### src/hdl/usbli_pkg.sv
// usbli_pkg: register map, field positions, reset values and line codes
// for the usb line interface status and flag unit.
// assumes 32-bit peripheral accesses addressed by byte offset.
package usbli_pkg;

    // register byte offsets
    localparam logic [7:0] OFS_IF_RESET    = 8'h00;
    localparam logic [7:0] OFS_DEV_ADDR    = 8'h08;
    localparam logic [7:0] OFS_OTG_STATUS  = 8'h14;
    localparam logic [7:0] OFS_SERIAL_CTL  = 8'h18;
    localparam logic [7:0] OFS_EVENT_FLAGS = 8'h1c;
    localparam logic [7:0] OFS_FLAG_STICKY = 8'h20;
    localparam logic [7:0] OFS_PORT_MASKS  = 8'h24;
    localparam logic [7:0] OFS_FRAME_CNT   = 8'h28;
    localparam logic [7:0] OFS_LAST_PID    = 8'h2c;
    localparam logic [7:0] OFS_LAST_EP     = 8'h30;
    localparam logic [7:0] OFS_EP_MARKING  = 8'h34;
    localparam logic [7:0] OFS_OTG_MASK    = 8'h38;
    localparam logic [7:0] OFS_PWR_SIGNAL  = 8'h3c;

    // field widths
    localparam int NUM_FLAGS   = 7;
    localparam int NUM_PORTS   = 4;
    localparam int MASK_W      = 8;
    localparam int NUM_PINS    = 13;

    // serial line control bit positions
    localparam int SER_FSLS    = 0;
    localparam int SER_TXENN   = 1;
    localparam int SER_TXDAT   = 2;
    localparam int SER_SE0     = 3;
    localparam logic [3:0] SERIAL_RST = 4'h2;

    // event flag bit positions
    localparam int FLG_RXERR   = 0;
    localparam int FLG_RXACT   = 1;
    localparam int FLG_CRC16   = 2;
    localparam int FLG_J       = 3;
    localparam int FLG_K       = 4;
    localparam int FLG_SE0     = 5;
    localparam int FLG_TOKEN   = 6;
    // flags that follow a level when not held
    localparam logic [6:0] LEVEL_FLAGS = 7'h3b;

    // synchronised pin vector positions
    localparam int PIN_OTG_LO  = 0;
    localparam int PIN_DP      = 6;
    localparam int PIN_DM      = 7;
    localparam int PIN_RCV     = 8;
    localparam int PIN_RXERR   = 9;
    localparam int PIN_RXACT   = 10;
    localparam int PIN_LS_LO   = 11;

    // line state codes
    localparam logic [1:0] LS_SE0 = 2'h0;
    localparam logic [1:0] LS_J   = 2'h1;
    localparam logic [1:0] LS_K   = 2'h2;

    // endpoint marking bit added on the receive port
    localparam logic [4:0] EP_MARK_BIT = 5'h10;

endpackage

### src/hdl/usbli_flag_if.sv
// usbli_flag_if: carrier between the register block and the flag unit.
// assumes both ends run on the same clock.
`timescale 1ns/10ps
interface usbli_flag_if;
    import usbli_pkg::*;
    logic [NUM_FLAGS-1:0] cond;      // event or level condition this cycle
    logic [NUM_FLAGS-1:0] sticky;    // hold selection per flag
    logic [NUM_FLAGS-1:0] clr_wr;    // software write-one-to-clear
    logic                 pkt_start; // next packet begins
    logic                 soft_clr;  // interface reset request
    logic [NUM_FLAGS-1:0] flags;     // current flag values

    modport unit (
        input  cond,
        input  sticky,
        input  clr_wr,
        input  pkt_start,
        input  soft_clr,
        output flags
    );
    modport ctrl (
        output cond,
        output sticky,
        output clr_wr,
        output pkt_start,
        output soft_clr,
        input  flags
    );
endinterface

### src/hdl/usbli_status.sv
// usbli_status: status and control registers of the usb line interface:
// transceiver status mirror, serial line control, event flags, notify
// ports, frame counter, last pid and endpoint, endpoint marking.
// assumes a transceiver on asynchronous pins and a packet engine on clk.
`timescale 1ns/10ps
module usbli_status
    import usbli_pkg::*;
(
    // clock and reset
    input  wire logic       clk,
    input  wire logic       rst_n,
    // register port, one 32-bit word per access
    input  wire logic       reg_wr,
    input  wire logic       reg_rd,
    input  wire logic [7:0] reg_addr,
    input  wire logic [31:0] reg_wdata,
    output logic [31:0]     reg_rdata,
    output logic            reg_rvalid,
    // transceiver receive pins
    input  wire logic [1:0] utmi_linestate,
    input  wire logic       utmi_rx_active,
    input  wire logic       utmi_rx_error,
    input  wire logic       utmi_rx_rcv,
    input  wire logic       utmi_rx_dm,
    input  wire logic       utmi_rx_dp,
    // transceiver on-the-go status pins
    input  wire logic       utmi_bvalid,
    input  wire logic       utmi_id_gnd,
    input  wire logic       utmi_host_disc,
    input  wire logic       utmi_vbus_valid,
    input  wire logic       utmi_sess_valid,
    input  wire logic       utmi_sess_end,
    // transceiver serial transmit controls
    output logic            transmit_enable_low,
    output logic            force_se0_transmit,
    output logic            serial_transmit_bit,
    output logic            full_low_speed_serial_select,
    // packet engine events
    input  wire logic       pkt_start,
    input  wire logic       tok_valid,
    input  wire logic       tok_crc5_ok,
    input  wire logic       tok_pid_ok,
    input  wire logic [6:0] tok_addr,
    input  wire logic [3:0] tok_endp,
    input  wire logic       pid_valid,
    input  wire logic [3:0] pid_value,
    input  wire logic       data_crc_fail,
    input  wire logic       sof_valid,
    input  wire logic [10:0] sof_frame,
    // packet engine results
    output logic            pkt_accept,
    output logic [4:0]      rx_endpoint,
    output logic            rx_endpoint_valid,
    output logic [6:0]      device_address,
    output logic            if_soft_reset,
    // notify ports and software-owned outputs
    output logic            notify_port_a,
    output logic            notify_port_b,
    output logic            notify_port_c,
    output logic            notify_port_d,
    output logic [31:0]     otg_flag_mask,
    output logic [7:0]      power_signal_value,
    output logic            power_signal_valid
);

    typedef struct packed {
        logic [NUM_PINS-1:0] sync1;
        logic [NUM_PINS-1:0] sync2;
        logic [6:0]          dev_addr;
        logic [3:0]          serial_ctl;
        logic [6:0]          sticky;
        logic [31:0]         port_masks;
        logic [10:0]         frame;
        logic [3:0]          pid;
        logic                ep_valid;
        logic [3:0]          ep;
        logic [15:0]         ep_mark;
        logic [31:0]         otg_mask;
        logic [8:0]          pwrsig;
        logic [4:0]          rx_ep;
        logic                rx_ep_valid;
        logic                pkt_accept;
        logic                soft_rst;
        logic [31:0]         rdata;
        logic                rvalid;
    } usbli_top_s;

    usbli_top_s           st;
    usbli_top_s           next_st;
    logic [NUM_PINS-1:0]  pin_raw;
    logic [5:0]           otg_now;
    logic [1:0]           ls_now;
    logic                 rcv_now;
    logic                 dm_now;
    logic                 dp_now;
    logic                 rxact_now;
    logic                 rxerr_now;
    logic                 tok_good;
    logic                 wr_sel;
    logic                 soft_now;
    logic [31:0]          rd_mux;
    logic [NUM_PORTS-1:0] notify;

    usbli_flag_if fl ();

    // gather asynchronous pins into one vector for the synchroniser
    assign pin_raw = {utmi_linestate, utmi_rx_active, utmi_rx_error, utmi_rx_rcv,
                      utmi_rx_dm, utmi_rx_dp, utmi_bvalid, utmi_id_gnd,
                      utmi_host_disc, utmi_vbus_valid, utmi_sess_valid, utmi_sess_end};

    // named views of the second synchroniser stage only
    assign otg_now   = st.sync2[PIN_OTG_LO +: 6];
    assign dp_now    = st.sync2[PIN_DP];
    assign dm_now    = st.sync2[PIN_DM];
    assign rcv_now   = st.sync2[PIN_RCV];
    assign rxerr_now = st.sync2[PIN_RXERR];
    assign rxact_now = st.sync2[PIN_RXACT];
    assign ls_now    = st.sync2[PIN_LS_LO +: 2];

    // token qualifies only with good checks and our own address
    assign tok_good = tok_valid & tok_crc5_ok & tok_pid_ok &
                      (tok_addr == st.dev_addr);

    // any write to the reset register restarts interface state
    assign soft_now = reg_wr & (reg_addr == OFS_IF_RESET);

    // drive the flag unit
    assign fl.cond[FLG_TOKEN] = tok_good;
    assign fl.cond[FLG_SE0]   = (ls_now == LS_SE0);
    assign fl.cond[FLG_K]     = (ls_now == LS_K);
    assign fl.cond[FLG_J]     = (ls_now == LS_J);
    assign fl.cond[FLG_CRC16] = data_crc_fail;
    assign fl.cond[FLG_RXACT] = rxact_now;
    assign fl.cond[FLG_RXERR] = rxerr_now;
    assign fl.sticky          = st.sticky;
    assign fl.pkt_start       = pkt_start;
    assign fl.soft_clr        = soft_now;
    assign wr_sel             = reg_wr & (reg_addr == OFS_EVENT_FLAGS);
    assign fl.clr_wr          = wr_sel ? reg_wdata[NUM_FLAGS-1:0] : '0;

    usbli_flag_unit u_flags (
        .clk   (clk),
        .rst_n (rst_n),
        .fl    (fl.unit)
    );

    // each notify port ors the flags its mask selects
    genvar p;
    generate
        for (p = 0; p < NUM_PORTS; p++) begin : g_notify
            assign notify[p] = |(fl.flags & st.port_masks[p*MASK_W +: NUM_FLAGS]);
        end
    endgenerate

    // read data selection; reserved bits read zero
    always_comb begin
        rd_mux = 32'h0;
        case (reg_addr)
            OFS_DEV_ADDR:    rd_mux[6:0]   = st.dev_addr;
            OFS_OTG_STATUS:  rd_mux[5:0]   = otg_now;
            OFS_SERIAL_CTL:  rd_mux[6:0]   = {rcv_now, dm_now, dp_now, st.serial_ctl};
            OFS_EVENT_FLAGS: rd_mux[6:0]   = fl.flags;
            OFS_FLAG_STICKY: rd_mux[6:0]   = st.sticky;
            OFS_PORT_MASKS:  rd_mux        = st.port_masks;
            OFS_FRAME_CNT:   rd_mux[10:0]  = st.frame;
            OFS_LAST_PID:    rd_mux[3:0]   = st.pid;
            OFS_LAST_EP:     rd_mux[4:0]   = {st.ep_valid, st.ep};
            OFS_EP_MARKING:  rd_mux[15:0]  = st.ep_mark;
            OFS_OTG_MASK:    rd_mux        = st.otg_mask;
            OFS_PWR_SIGNAL:  rd_mux[8:0]   = st.pwrsig;
            default:         rd_mux        = 32'h0;
        endcase
    end

    // next state: synchroniser, register writes, captures
    always_comb begin
        next_st            = st;
        next_st.sync1      = pin_raw;
        next_st.sync2      = st.sync1;
        next_st.rvalid     = reg_rd;
        next_st.rdata      = reg_rd ? rd_mux : st.rdata;
        next_st.soft_rst   = soft_now;
        next_st.pkt_accept = tok_good;
        // software writes; reserved bits are dropped
        if (reg_wr) begin
            case (reg_addr)
                OFS_DEV_ADDR:    next_st.dev_addr   = reg_wdata[6:0];
                OFS_SERIAL_CTL:  next_st.serial_ctl = reg_wdata[3:0];
                OFS_FLAG_STICKY: next_st.sticky     = reg_wdata[6:0];
                OFS_PORT_MASKS:  next_st.port_masks = reg_wdata;
                OFS_FRAME_CNT:   next_st.frame      = reg_wdata[10:0];
                OFS_EP_MARKING:  next_st.ep_mark    = reg_wdata[15:0];
                OFS_OTG_MASK:    next_st.otg_mask   = reg_wdata;
                OFS_PWR_SIGNAL:  next_st.pwrsig     = reg_wdata[8:0];
                default:         next_st.dev_addr   = st.dev_addr;
            endcase
        end
        // frame number from a received start-of-frame overrides a write
        if (sof_valid) begin
            next_st.frame = sof_frame;
        end
        // capture last pid of every received packet
        if (pid_valid) begin
            next_st.pid = pid_value;
        end
        // capture endpoint of an accepted token and mark it if selected
        next_st.rx_ep_valid = tok_good;
        if (tok_good) begin
            next_st.ep       = tok_endp;
            next_st.ep_valid = 1'b1;
            next_st.rx_ep    = st.ep_mark[tok_endp] ? ({1'b0, tok_endp} | EP_MARK_BIT)
                                                    : {1'b0, tok_endp};
        end
        // interface reset clears captured state, keeps configuration
        if (soft_now) begin
            next_st.frame       = '0;
            next_st.pid         = '0;
            next_st.ep          = '0;
            next_st.ep_valid    = 1'b0;
            next_st.rx_ep       = '0;
            next_st.rx_ep_valid = 1'b0;
            next_st.pkt_accept  = 1'b0;
        end
    end

    // state register; all fields take constants at reset
    always_ff @(posedge clk or negedge rst_n) begin
        if (!rst_n) begin
            st            <= '0;
            st.serial_ctl <= SERIAL_RST;
        end else begin
            st <= next_st;
        end
    end

    // transceiver serial controls straight from the register
    assign transmit_enable_low          = st.serial_ctl[SER_TXENN];
    assign force_se0_transmit           = st.serial_ctl[SER_SE0];
    assign serial_transmit_bit          = st.serial_ctl[SER_TXDAT];
    assign full_low_speed_serial_select = st.serial_ctl[SER_FSLS];

    // remaining outputs
    assign reg_rdata          = st.rdata;
    assign reg_rvalid         = st.rvalid;
    assign pkt_accept         = st.pkt_accept;
    assign rx_endpoint        = st.rx_ep;
    assign rx_endpoint_valid  = st.rx_ep_valid;
    assign device_address     = st.dev_addr;
    assign if_soft_reset      = st.soft_rst;
    assign notify_port_a      = notify[0];
    assign notify_port_b      = notify[1];
    assign notify_port_c      = notify[2];
    assign notify_port_d      = notify[3];
    assign otg_flag_mask      = st.otg_mask;
    assign power_signal_value = st.pwrsig[7:0];
    assign power_signal_valid = st.pwrsig[8];

endmodule

### src/hdl/usbli_flag_unit.sv
// usbli_flag_unit: seven event flags with per-flag hold selection.
// assumes conditions arrive already synchronised to clk.
`timescale 1ns/10ps
module usbli_flag_unit
    import usbli_pkg::*;
(
    // clock and reset
    input wire logic clk,
    input wire logic rst_n,
    // flag control and status
    usbli_flag_if.unit fl
);

    typedef struct packed {
        logic [NUM_FLAGS-1:0] flags;
    } usbli_flag_s;

    usbli_flag_s          st;
    usbli_flag_s          next_st;
    logic [NUM_FLAGS-1:0] next_bit;

    // per flag: a new event always wins over any clear
    genvar i;
    generate
        for (i = 0; i < NUM_FLAGS; i++) begin : g_flag
            logic hold;
            // held flags keep value until written one or soft reset; non-level others drop on packet start
            assign hold = ~fl.clr_wr[i] & ~fl.soft_clr &
                          (fl.sticky[i] | (~LEVEL_FLAGS[i] & ~fl.pkt_start));
            // level flags that are not held just follow their signal
            assign next_bit[i] = fl.cond[i] | (st.flags[i] & hold);
        end
    endgenerate

    // next state
    always_comb begin
        next_st       = st;
        next_st.flags = next_bit;
    end

    // state register
    always_ff @(posedge clk or negedge rst_n) begin
        if (!rst_n) begin
            st <= '0;
        end else begin
            st <= next_st;
        end
    end

    assign fl.flags = st.flags;

endmodule

### config.mk
export PLATFORM = sky130hd
export DESIGN_NAME = usbli_status
export DESIGN_NICKNAME = d
export VERILOG_FILES = /design/src/hdl/usbli_pkg.sv /design/src/hdl/usbli_flag_if.sv /design/src/hdl/usbli_status.sv /design/src/hdl/usbli_flag_unit.sv
export SDC_FILE = /design/constraint.sdc
export NUM_CORES = 1
export LEC_CHECK = 0
export BUFFER_PORTS_ARGS = -buffer_cell sky130_fd_sc_hd__clkbuf_2
export CAP_MARGIN = 10
export CELL_PAD_IN_SITES_DETAIL_PLACEMENT = 1
export CELL_PAD_IN_SITES_GLOBAL_PLACEMENT = 1
export CORE_MARGIN = 2
export CORE_UTILIZATION = 30
export CTS_CLUSTER_SIZE = 12
export DETAILED_ROUTE_END_ITERATION = 8
export PLACE_DENSITY = 0.55
export SYNTH_ARGS = -nofsm -noshare
export SYNTH_HDL_FRONTEND = slang
export SYNTH_HIERARCHICAL = 1
export SYNTH_SLANG_ARGS = --single-unit
export TNS_END_PERCENT = 10
### constraint.sdc
create_clock -name clk -period 4.2 [get_ports clk]
set_input_delay 0.21 -clock clk [delete_from_list [all_inputs] [get_ports clk]]
set_output_delay 0.21 -clock clk [all_outputs]
set_load 0.03 [all_outputs]
; ---- Yosys cells after proc, flatten, opt, wreduce, memory -nomap -nowiden
; Cells that the tools add are included.
[word_totals]
regBits = 201
input_bits = 90
wordCells = 122
out_inout_bits = 97
[op_classes]
eq_ne = 15
bitwise_logic = 48
n_lt_le_gt_ge = 1
mux = 20
n_reduce_logical = 18
[ops]
columns = cell, count
row1 = $eq 8x6->1 const B, 8
row2 = $pmux 4 s12, 1
row3 = $mux 11, 3
row4 = $pmux 16 s2, 1
row5 = $and 7x7->7, 4
row6 = $reduce_or 7->1, 4
row7 = $and 1x1->1, 26
row8 = $eq 8x5->1 const B, 3
row9 = $mux 20, 1
row10 = $reduce_and 2->1, 8
row11 = $mux 5, 3
row12 = $pmux 5 s3, 1
row13 = $mux 7, 2
row14 = $pmux 1 s11, 1
row15 = $pmux 1 s10, 1
row16 = $pmux 2 s5, 1
row17 = $not 1->1, 9
row18 = $or 1x1->1, 9
row19 = $pmux 1 s9, 1
row20 = $eq 8x4->1 const B, 1
row21 = $logic_not 8->1, 1
row22 = $pmux 2 s4, 1
row23 = $eq 7x7->1, 1
row24 = $reduce_bool 3->1, 2
row25 = other kinds (8), 9

; ---- Longest topological paths before layout
; Gate-level depths: netlist of the first run.
[depth]
depth_word = 8
depth_mapped = 7
ltp_nobuf = 5

; ---- Modules after synthesis
; Netlist of the first run, hierarchy kept.
[modules_own_cells]
columns = module, seq_area_each_um2, instances, cells_per_inst, area_per_inst_um2
row1 = usbli_status, 4730.8, 1, 729, 9292.7
row2 = usbli_flag_unit, 175.2, 1, 23, 275.3

; ---- Worst setup path before layout of the first run
; No wires, ideal clock.
[synth_timing]
path_type = input-to-reg
start = input reg_addr[2]
end = register u_flags.st, in the netlist u_flags/fl.flags[0]
n_path_buf = 3
path_stages = 7
required_ns = 4.080
setup_ns = 0.120
setup_slack_ns = 2.436
arrival_ns = 1.644
cell_sequence = buf_2 -> nor4_2 -> and3_1 -> clkbuf_1 -> buf_2 -> nor2_1 -> a31o_1
[synth_between]
word_cells_on_any_way = 11
classes_between = 1 x eq/ne / 1 x mux / 8 x bitwise / 1 x reduce/logical
[synth_lines]
columns = element, line
row1 = from (decl), usbli_status.sv:15  ; input wire logic [7:0] reg_addr,
row2 = $logic_not 8->1, usbli_status.sv:125  ; assign soft_now = reg_wr & (reg_addr == OFS_IF_RESET);
row3 = $and 1x1->1, usbli_status.sv:125
row4 = net fl.soft_clr, usbli_flag_if.sv:10  ; logic soft_clr;
row5 = $not 1->1, usbli_flag_unit.sv:28  ; assign hold = ~fl.clr_wr[i] & ~fl.soft_clr &
row6 = $and 1x1->1 (2 in series), usbli_flag_unit.sv:28
row7 = $and 1x1->1, usbli_flag_unit.sv:31  ; assign next_bit[i] = fl.cond[i] | (st.flags[i] & hold);
row8 = $or 1x1->1, usbli_flag_unit.sv:31
row9 = net u_flags.next_bit[0], usbli_flag_unit.sv:20  ; logic [NUM_FLAGS-1:0] next_bit;
row10 = to (signal assigned), usbli_flag_unit.sv:46  ; st <= next_st;
row11 = to (decl), usbli_flag_unit.sv:18  ; usbli_flag_s st;
; The timed path passes the listed nets, and every way through them passes these cells.
; A chain may end at the register's enable or synchronous reset.

; ---- Worst setup path after layout of the first run
[layout_timing]
start = input reg_addr[3]
end = register st, in the netlist otg_flag_mask[27]
[layout_between]
elab_chain_cells = 2
[layout_rtl]
columns = element, line
row1 = $eq 8x6->1, usbli_status.sv:186  ; case (reg_addr)
row2 = $reduce_and 2->1 (no source line), --
row3 = to (signal assigned), usbli_status.sv:232  ; st <= next_st;
row4 = to (decl), usbli_status.sv:88  ; usbli_top_s st;
; Every way passes these cells.

==> results of run 1 <==
-- registers in the layout, indices dropped and copies added (netlist names), 2 cells and up --
| signal | cells |
|---|---|
| power_signal_value | 8 |
| u_flags/fl.flags | 7 |
| device_address | 7 |
| reg_rdata | 32 |
| otg_flag_mask | 32 |
| fl.cond | 2 |
| rx_endpoint | 2 |
| st | 67 |
| next_st | 13 |
| otg_now | 6 |
| ls_now | 2 |
| fl.sticky | 7 |
-- cell usage in the layout, fill, tap and decap left out, types with 4 or more instances in the layout --
master / instances
mux2_2: 79
a222oi_1: 11
a22o_1: 5
nand3_1: 16
nor2b_1: 5
mux2i_1: 26
and3_1: 7
mux2_1: 8
and2_1: 11
a31oi_1: 4
clkinv_4: 4
a21oi_1: 4
clkbuf_16: 17
a221oi_1: 20
dlygate4sd3_1: 25
nor2_1: 73
mux2_4: 40
inv_1: 5
o21ai_0: 5
buf_4: 7
mux4_2: 8
a31o_1: 7
a32o_1: 4
a22oi_1: 16
o2bb2ai_1: 11
dfrtp_1: 195
clkbuf_2: 185
nor4_1: 7
a32oi_1: 6
xor2_1: 7
nand2_1: 12
-- logic make-up (layout without fill, tap and decap cells) --
group	count (synthesis)	after routing	synth area share
and+or+nand+nor	152	152	0.08461
DFF	196	196	0.5128
muxes	161	161	0.2112
buffers and inverters	132	257	0.09520
AOI/OAI and AO/OA	104	104	0.08984
xor gates and xnor gates	7	7	0.006408
other	0	1	0
-- path summary, 6_finish.rpt --
path | to | depth (start not counted) | slack, ns
worst max-delay path | otg_flag_mask[27]$_DFFE_PN0P_ | 6 | 1.62
worst min-delay path | st[110]$_DFFE_PN0P_ | 3 | 0.02
worst max register to register | rx_endpoint[4]$_DFFE_PN0P_ | 4 | 2.42
worst min register to register | otg_now[3]$_DFF_PN0_ | 0 | 0.35
max in group asynchronous | st[136]$_DFFE_PN0P_ | 3 | 2.75
min in group asynchronous | st[103]$_DFFE_PN0P_ | 2 | 0.47
-- area by class of cell --
| class | instances | share of cell area |
|---|---|---|
| diodes | 1 | 0.0002264 |
| repair buffers | 219 | 0.1142 |
| flip-flops and latches | 196 | 0.4438 |
| clock buffers | 18 | 0.03973 |
| multi-input cells | 424 | 0.3393 |
| well taps | 402 | 0.04550 |
| inverters | 6 | 0.002037 |
| clock inverters | 14 | 0.01517 |
-- cells in the mapped netlist, types with 8 or more instances --
library cell,instances,area (um2)
o2bb2ai_1,11,96.34
mux2_2,79,889.6
a222oi_1,11,110.1
mux2_1,8,90.09
dfrtp_1,195,4880
clkbuf_1,11,41.29
a22oi_1,16,120.1
nand3_1,16,80.08
mux4_2,8,180.2
nand2_1,12,45.04
buf_2,17,85.08
and2_1,11,68.82
mux2i_1,26,260.3
buf_4,89,668.1
nor2_1,73,274.0
mux2_4,40,600.6
buf_6,8,90.09
a221oi_1,20,175.2
-- layer usage --
metal  track usage  part of all wire  vias to the layer above
met3       0.04011             0.042                       19
met4       0.04871             0.013                        0
met5             0                 0                        -
met1        0.2517              0.47                     3378
li1              -                 -                     2890
met2        0.2946              0.48                      129
-- report_power, final --
part	total, uW	switching, uW	internal [uW]
clock	1720	807	916
combinational	494	300	194
sequential	2070	86.9	1980
total	4280	1190	3090
-- worst max-delay path: stages --
cell	delay, ns
clkbuf_2	0.44
nor4b_4	0.73
and3_1	0.25
buf_4	0.34
nand2_4	0.44
mux2_4	0.45
-- metrics by stage --
step                      instances  area [um2]  setup slack [ns]  hold slack [ns]  utilization
final                          1280       11050             1.621          0.02110       0.3512
after global routing           1280       11050             1.445         0.009912       0.3512
after CTS                      1279       11050             1.619         0.001728       0.3511
after detailed placement       1222       10190             1.136           0.3200       0.3239
after global placement         1222       10190             1.184           0.3213       0.3239
after floorplan                 752        9568             2.436         -0.08559            -
==> results.yml, run 1 <==
outcome:
  outcome: "complete, no violations"
placed_design:
  dpl.hpwl_um: 21170
  port_buffers: 186
  gp_congestion: 0.8019
setup_path:
  cp_data_arrival_time_ns: 2.90
  start_kind: "primary input"
  path_max_fanout: 32
  critPathKind: "in2reg"
  cp.required_ns: 4.52
  critPathCaptureType: "flip-flop"
  reg2reg_from: "st[91]$_DFFE_PN0P_"
  cp-startpoint: "reg_addr[3]"
clock_tree:
  clk_pin_slew_ns: 0.07
  cts_tree: "built"
  cts.repair_timing.setup_buffer_count: 0
  root_buffer: "clkbuf_16"
  clockBufferDepth: 2
  clk_latency_ns: 0.44
  h-tree-depth: 4
  cts_resized: 0
  ctsHoldBuffers: 25
  clkSinkCount: 196
  cts_made_buffers: 17
yosys:
  yosys_warnings: 6
  ys.flop_type: "dfrtp_1"
  syn_area_per_cell_um2: 12.72
  synth_fp_nets: 842
  synth_cell_type_count: 53
  ys_seq_area_frac: 0.5128
  synth-seq-cells: 196
  syn-cell-area_mm2: 0.009568
  async_flop_share: 1.000
  synthCells: 752
  synth_edf_count: 0
pwr:
  p_leak_uw: 0.005509
  ir_drop_mv: 0.2698
  p_total_uw: 4285
  power.density_mw_per_mm2: 387.6
sta:
  timing.fmax_mhz: 387.7
  period_minus_slack_ns: 2.579
  fin_crit_sh: 0.6141
  setup_tns_ns: 0
  report.final.hold_viol_count: 0
  slew_viol_final: 0
  worst_pin_slew_ns: 1.064
  grt_setup_unrepaired: "no"
  setup_viol: 0
  maxSlewHeadroom: 0.2909
  skew_ns: 0.01127
detailed_routing:
  antenna_left: 0
  drc_errors: 0
  drt_wl_total_um: 30010
  vias_per_cell: 5.013
  dr.pass1.iters: 4
  detail_route.iter0.violations: 346
  post_drt_wl_per_cell_um: 23.45
  vias: 6416
grt:
  grt_pass1_vias: 6832
  grt.overflow.total: 0
  grt.total_usage: 0.1838
  grt_pass1_wl_um: 45310
  grt_max_degree: 116
  grt_antenna_before_repair: 1
floorplanning:
  dieArea_mm2: 0.03334
  die_w_um: 182.6
  ios: 187
  die_y_um: 182.6
  placementRows: 65
  coreArea_mm2: 0.03147
  initial_utilization: 0.3040
cells_and_area:
  syn_to_final_growth_pct: 15.54
  layout-drive-gt1-share: 0.4162
  nets: 954
  final-seq-area_mm2: 0.004906
  fillers: 3366
  multi_input_area_mm2: 0.003751
min_path:
  hold_start: "sof_frame[3]"
  hp-class: "in2reg"
job:
  max_cap_violations: 0
Note: power is estimated with default switching activity, not from simulation.
==> run 2: changes to the inputs <==
Clock period 4.2 ns to 2.62 ns, I/O delays scaled along.
==> results.yml, run 2 (synthesis results as in run 1) <==
cells_and_area:
  final_cell_mix: "195 x dfrtp_1, 185 x clkbuf_2, 79 x mux2_2"
  final_common_cell: "dfrtp_1"
  num_antenna_cells: 0
  nets: 998
  largest_register_ffs: 67
  layout-drive-gt1-share: 0.4126
  fin_area_mm2: 0.01147
  syn_to_final_growth_pct: 19.93
  top_register: "st"
outcome:
  outcome: "complete, no violations"
floorplanning:
  die_y_um: 182.6
  placementRows: 65
  dieArea_mm2: 0.03334
  die_w_um: 182.6
  ios: 187
  initial_utilization: 0.3040
  coreArea_mm2: 0.03147
grt:
  grt_antenna_before_repair: 1
  grt.total_usage: 0.1902
  grt_pass1_vias: 7003
  grt_pass1_wl_um: 46530
  grt_max_degree: 76
  grt.overflow.total: 0
setup_path:
  critPathBufInv: 1
  rrSetupSlack_ns: 0.90
  rr_worst_depth: 4
  slowest_delay_ns: 0.55
  path_max_fanout: 6
  path_delay_family: "flip-flops"
  start_kind: "flip-flop"
  worstReg2RegEnd: "rx_endpoint[4]$_DFFE_PN0P_"
  critPathCaptureType: "output pin"
  path_cells: "a222oi_1 > nand3_1 > clkbuf_2"
  critPathSlowestCell: "dfrtp_1"
  reg2reg_from: "st[93]$_DFFE_PN0P_"
  cp_data_arrival_time_ns: 1.88
  critPathKind: "reg2out"
  cp.required_ns: 2.49
job:
  max_cap_violations: 0
clock_tree:
  root_buffer: "clkbuf_16"
  clk_pin_slew_ns: 0.09
  clkSinkCount: 196
  cts_made_buffers: 17
  cts_tree: "built"
  clockBufferDepth: 2
  cts_resized: 0
  clk_latency_ns: 0.45
  h-tree-depth: 4
placed_design:
  gp_congestion: 0.8482
  postPlaceCellArea_mm2: 0.01034
  port_buffers: 186
  dpl.hpwl_um: 22400
min_path:
  hold_start: "tok_endp[3]"
  hold_end: "rx_endpoint[3]$_DFFE_PN0P_"
  hp-class: "in2reg"
  holdPathStages: 3
pwr:
  ir_drop_mv: 0.4569
  power.density_mw_per_mm2: 603.9
  p_leak_uw: 0.005711
detailed_routing:
  post_drt_wl_per_cell_um: 23.27
  drt_wl_total_um: 30790
  detail_route.iter0.violations: 498
  antenna_left: 0
  vias_per_cell: 5.053
  dr.pass1.iters: 8
  drc_errors: 0
  vias: 6685
sta:
  setup_tns_ns: 0
  maxSlewHeadroom: 0.4977
  slew_viol_final: 0
  skew_ns: 0.01331
  report.final.hold_viol_count: 0
  fin_crit_sh: 0.7694
  worst_pin_slew_ns: 0.7472
  period_minus_slack_ns: 2.016
  setup_viol: 0
  timing.fmax_mhz: 496.1
  grt_setup_unrepaired: "no"
## run 2: cell types whose count changed in the layout (fill, tap and decap cells not counted)
cell | before | now
diode_2 | 1 | 0
clkinv_4 | 4 | 1
clkbuf_1 | 0 | 1
clkinvlp_4 | 1 | 2
clkinv_2 | 1 | 0
dlygate4sd3_1 | 25 | 53
buf_4 | 7 | 21
buf_12 | 1 | 3
inv_6 | 3 | 5
## run 2: cell type report
cell class | count | area [um2]
clock buffer | 19 | 442.9
timing repair buffer | 263 | 1688
tap | 402 | 503.0
multi-input combinational | 424 | 3751
sequential | 196 | 4906
inverter | 6 | 22.52
clock inverter | 13 | 161.4
fill | 3422 | 20000
## run 2: worst max-delay path by stage
stage	start	to	depth (start not counted)
after floorplan	reg_addr[2]	u_flags/fl.flags[0]$_DFF_PN0_	7
after global placement	reg_addr[3]	u_flags/fl.flags[1]$_DFF_PN0_	7
after detailed placement	reg_addr[3]	u_flags/fl.flags[3]$_DFF_PN0_	7
after CTS	u_flags/fl.flags[3]$_DFF_PN0_	notify_port_a	3
final	u_flags/fl.flags[3]$_DFF_PN0_	notify_port_a	3
after global routing	u_flags/fl.flags[3]$_DFF_PN0_	notify_port_a	3
## run 2: report_power, final
| part | leakage, uW | total, uW | switching, uW | internal (uW) |
|---|---|---|---|---|
| logic | 0.00285 | 846 | 496 | 350 |
| clock network | 0.000291 | 2770 | 1290 | 1470 |
| registers | 0.00257 | 3320 | 139 | 3180 |
## run 2: through the flow
step	utilization	total power (uW)	hold WS, ns	worst slack [ns]	instances
finish	0.3646	6929	0.02220	0.6042	1323
global route	0.3646	7218	0.004033	0.5618	1323
global placement	0.3285	4161	0.2124	0.2585	1238
floorplan	-	3838	-0.1646	0.9349	752
detailed placement	0.3285	4174	0.2165	0.3154	1238
CTS	0.3646	7016	0.004373	0.5904	1323
## run 2: tightest hold or removal path: cells and delay by family
family                 cells  cell delay [ns]
and+or+nand+nor            1             0.08
muxes                      1             0.08
buffers and inverters      1             0.14
## run 2: per-layer routing
metal  up-vias  wire (um)  track usage  share of wire
li1       2970          -            -              -
met1      3512      14230       0.2644           0.46
met2       182      14660       0.3036           0.48
met3        21       1521      0.03852          0.049
met4         0        379      0.04839          0.012
met5         -          0            0              0
## run 2: timing repair
action                                 in CTS  in global routing
endpoints found under the hold margin     151                  0
setup buffers                               0                  0
hold buffers                               53                  0
==> run 3: changes to the inputs <==
Settings changed: PLACE_DENSITY 0.55 to 0.57.
Clock period 2.62 ns to 1.7 ns, I/O delays scaled along.
==> results.yml, run 3 (synthesis results as in run 1) <==
outcome:
  outcome: "complete, but fails checks"
  violations: "negative setup slack"
placed_design:
  gp_congestion: 0.8714
  dpl.hpwl_um: 22990
  port_buffers: 186
  postPlaceCellArea_mm2: 0.01087
grt:
  grt_pass1_wl_um: 47830
  grt.total_usage: 0.1938
  grt.overflow.total: 0
  grt_pass1_vias: 7446
  grt_antenna_before_repair: 1
  grt_max_degree: 52
floorplanning:
  ios: 187
  placementRows: 65
  initial_utilization: 0.3040
  coreArea_mm2: 0.03147
  dieArea_mm2: 0.03334
  die_y_um: 182.6
  die_w_um: 182.6
min_path:
  hp-class: "in2reg"
pwr:
  p_leak_uw: 0.006053
  power.density_mw_per_mm2: 862.2
  ir_drop_mv: 0.5266
  p_total_uw: 10440
setup_path:
  critPathKind: "reg2out"
  path_max_fanout: 6
  start_kind: "flip-flop"
  cp.required_ns: 1.62
  critPathCaptureType: "output pin"
  cp_data_arrival_time_ns: 1.75
sta:
  skew_ns: 0.01096
  timing.fmax_mhz: 544.8
  fin_crit_sh: 1.080
  setup_slack_ns: -0.1356
  setup_viol: 3
  worst_pin_slew_ns: 0.6205
  hold_ws_ns: 0.03277
  maxSlewHeadroom: 0.5832
  period_minus_slack_ns: 1.836
  grt_setup_unrepaired: "yes"
  slew_viol_final: 0
  report.final.hold_viol_count: 0
cells_and_area:
  layout-drive-gt1-share: 0.4525
  top_register: "st"
  final_util: 0.3847
  largest_register_ffs: 67
  final_cell_mix: "190 x dfrtp_1, 181 x clkbuf_2, 79 x mux2_2"
  final_common_cell: "dfrtp_1"
  fin_area_mm2: 0.01211
  nets: 1068
  syn_to_final_growth_pct: 26.53
detailed_routing:
  drt_wl_total_um: 31450
  post_drt_wl_per_cell_um: 22.58
  antenna_left: 0
  dr.pass1.iters: 5
  drc_errors: 0
  detail_route.iter0.violations: 408
  vias: 6894
  vias_per_cell: 4.949
clock_tree:
  h-tree-depth: 4
  clk_latency_ns: 0.44
  root_buffer: "clkbuf_16"
  clkSinkCount: 196
  clockBufferDepth: 2
  clk_pin_slew_ns: 0.08
  cts_made_buffers: 17
  cts_tree: "built"
job:
  max_cap_violations: 0
==> run 3: final cells by class <==
class	instances	area, um2
clock inverters	14	122.6
clock buffers	17	425.4
diodes	1	2.502
flip-flops and latches	196	4912
repair buffers	333	2356
well taps	402	503.0
multi-input cells	424	3762
inverters	6	22.52
fillers	3360	19370
==> run 3: power breakdown <==
part           total (uW)  switching (uW)  internal [uW]
sequential           5100             200           4900
combinational        1440             802            639
clock                3900            1990           1910
==> run 3: worst max-delay path, cell delays in order, from the launching register on <==
cell	delay [ns]
dfrtp_2	0.50
a222oi_1	0.34
nand3_1	0.24
clkbuf_8	0.23
==> run 3: worst paths after layout <==
path | from | endpoint | slack, ns | depth (start not counted)
hold reg to reg | next_st[170]$_DFF_PN0_ | otg_now[2]$_DFF_PN0_ | 0.35 | 0
hold / removal | pid_valid | st[104]$_DFFE_PN0P_ | 0.03 | 3
min in group asynchronous | rst_n | st[103]$_DFFE_PN0P_ | 0.14 | 2
max in group asynchronous | rst_n | transmit_enable_low$_DFFE_PN1P_ | 0.83 | 3
setup reg to reg | st[89]$_DFFE_PN0P_ | rx_endpoint[4]$_DFFE_PN0P_ | 0.05 | 4
setup / recovery | u_flags/fl.flags[3]$_DFF_PN0_ | notify_port_a | -0.14 | 3
==> run 3: layer usage <==
layer / vias to the layer above / global-route usage / wire, um
met5: - / 0 / 0
met4: 0 / 0.04258 / 282
met3: 13 / 0.03891 / 1186
met2: 141 / 0.3262 / 15900
met1: 3623 / 0.2579 / 14090
li1: 3117 / - / -
==> run 3: what timing repair did <==
action / CTS / global route
setup buffers: 2 / 0
pin swaps: 3 / 2
hold buffers: 62 / 0
resized for setup: 12 / 3
setup endpoints to repair: 4 / 9
hold endpoints to repair: 226 / 0
==> run 3: per-stage QoR <==
step | instances | setup TNS (ns) | setup WS, ns
floorplan | 752 | 0 | 0.06088
global placement | 1297 | -1.152 | -0.05470
detailed placement | 1297 | -0.6288 | -0.04906
CTS | 1392 | -0.2588 | -0.1205
global route | 1393 | -0.5550 | -0.1846
finish | 1393 | -0.1608 | -0.1356
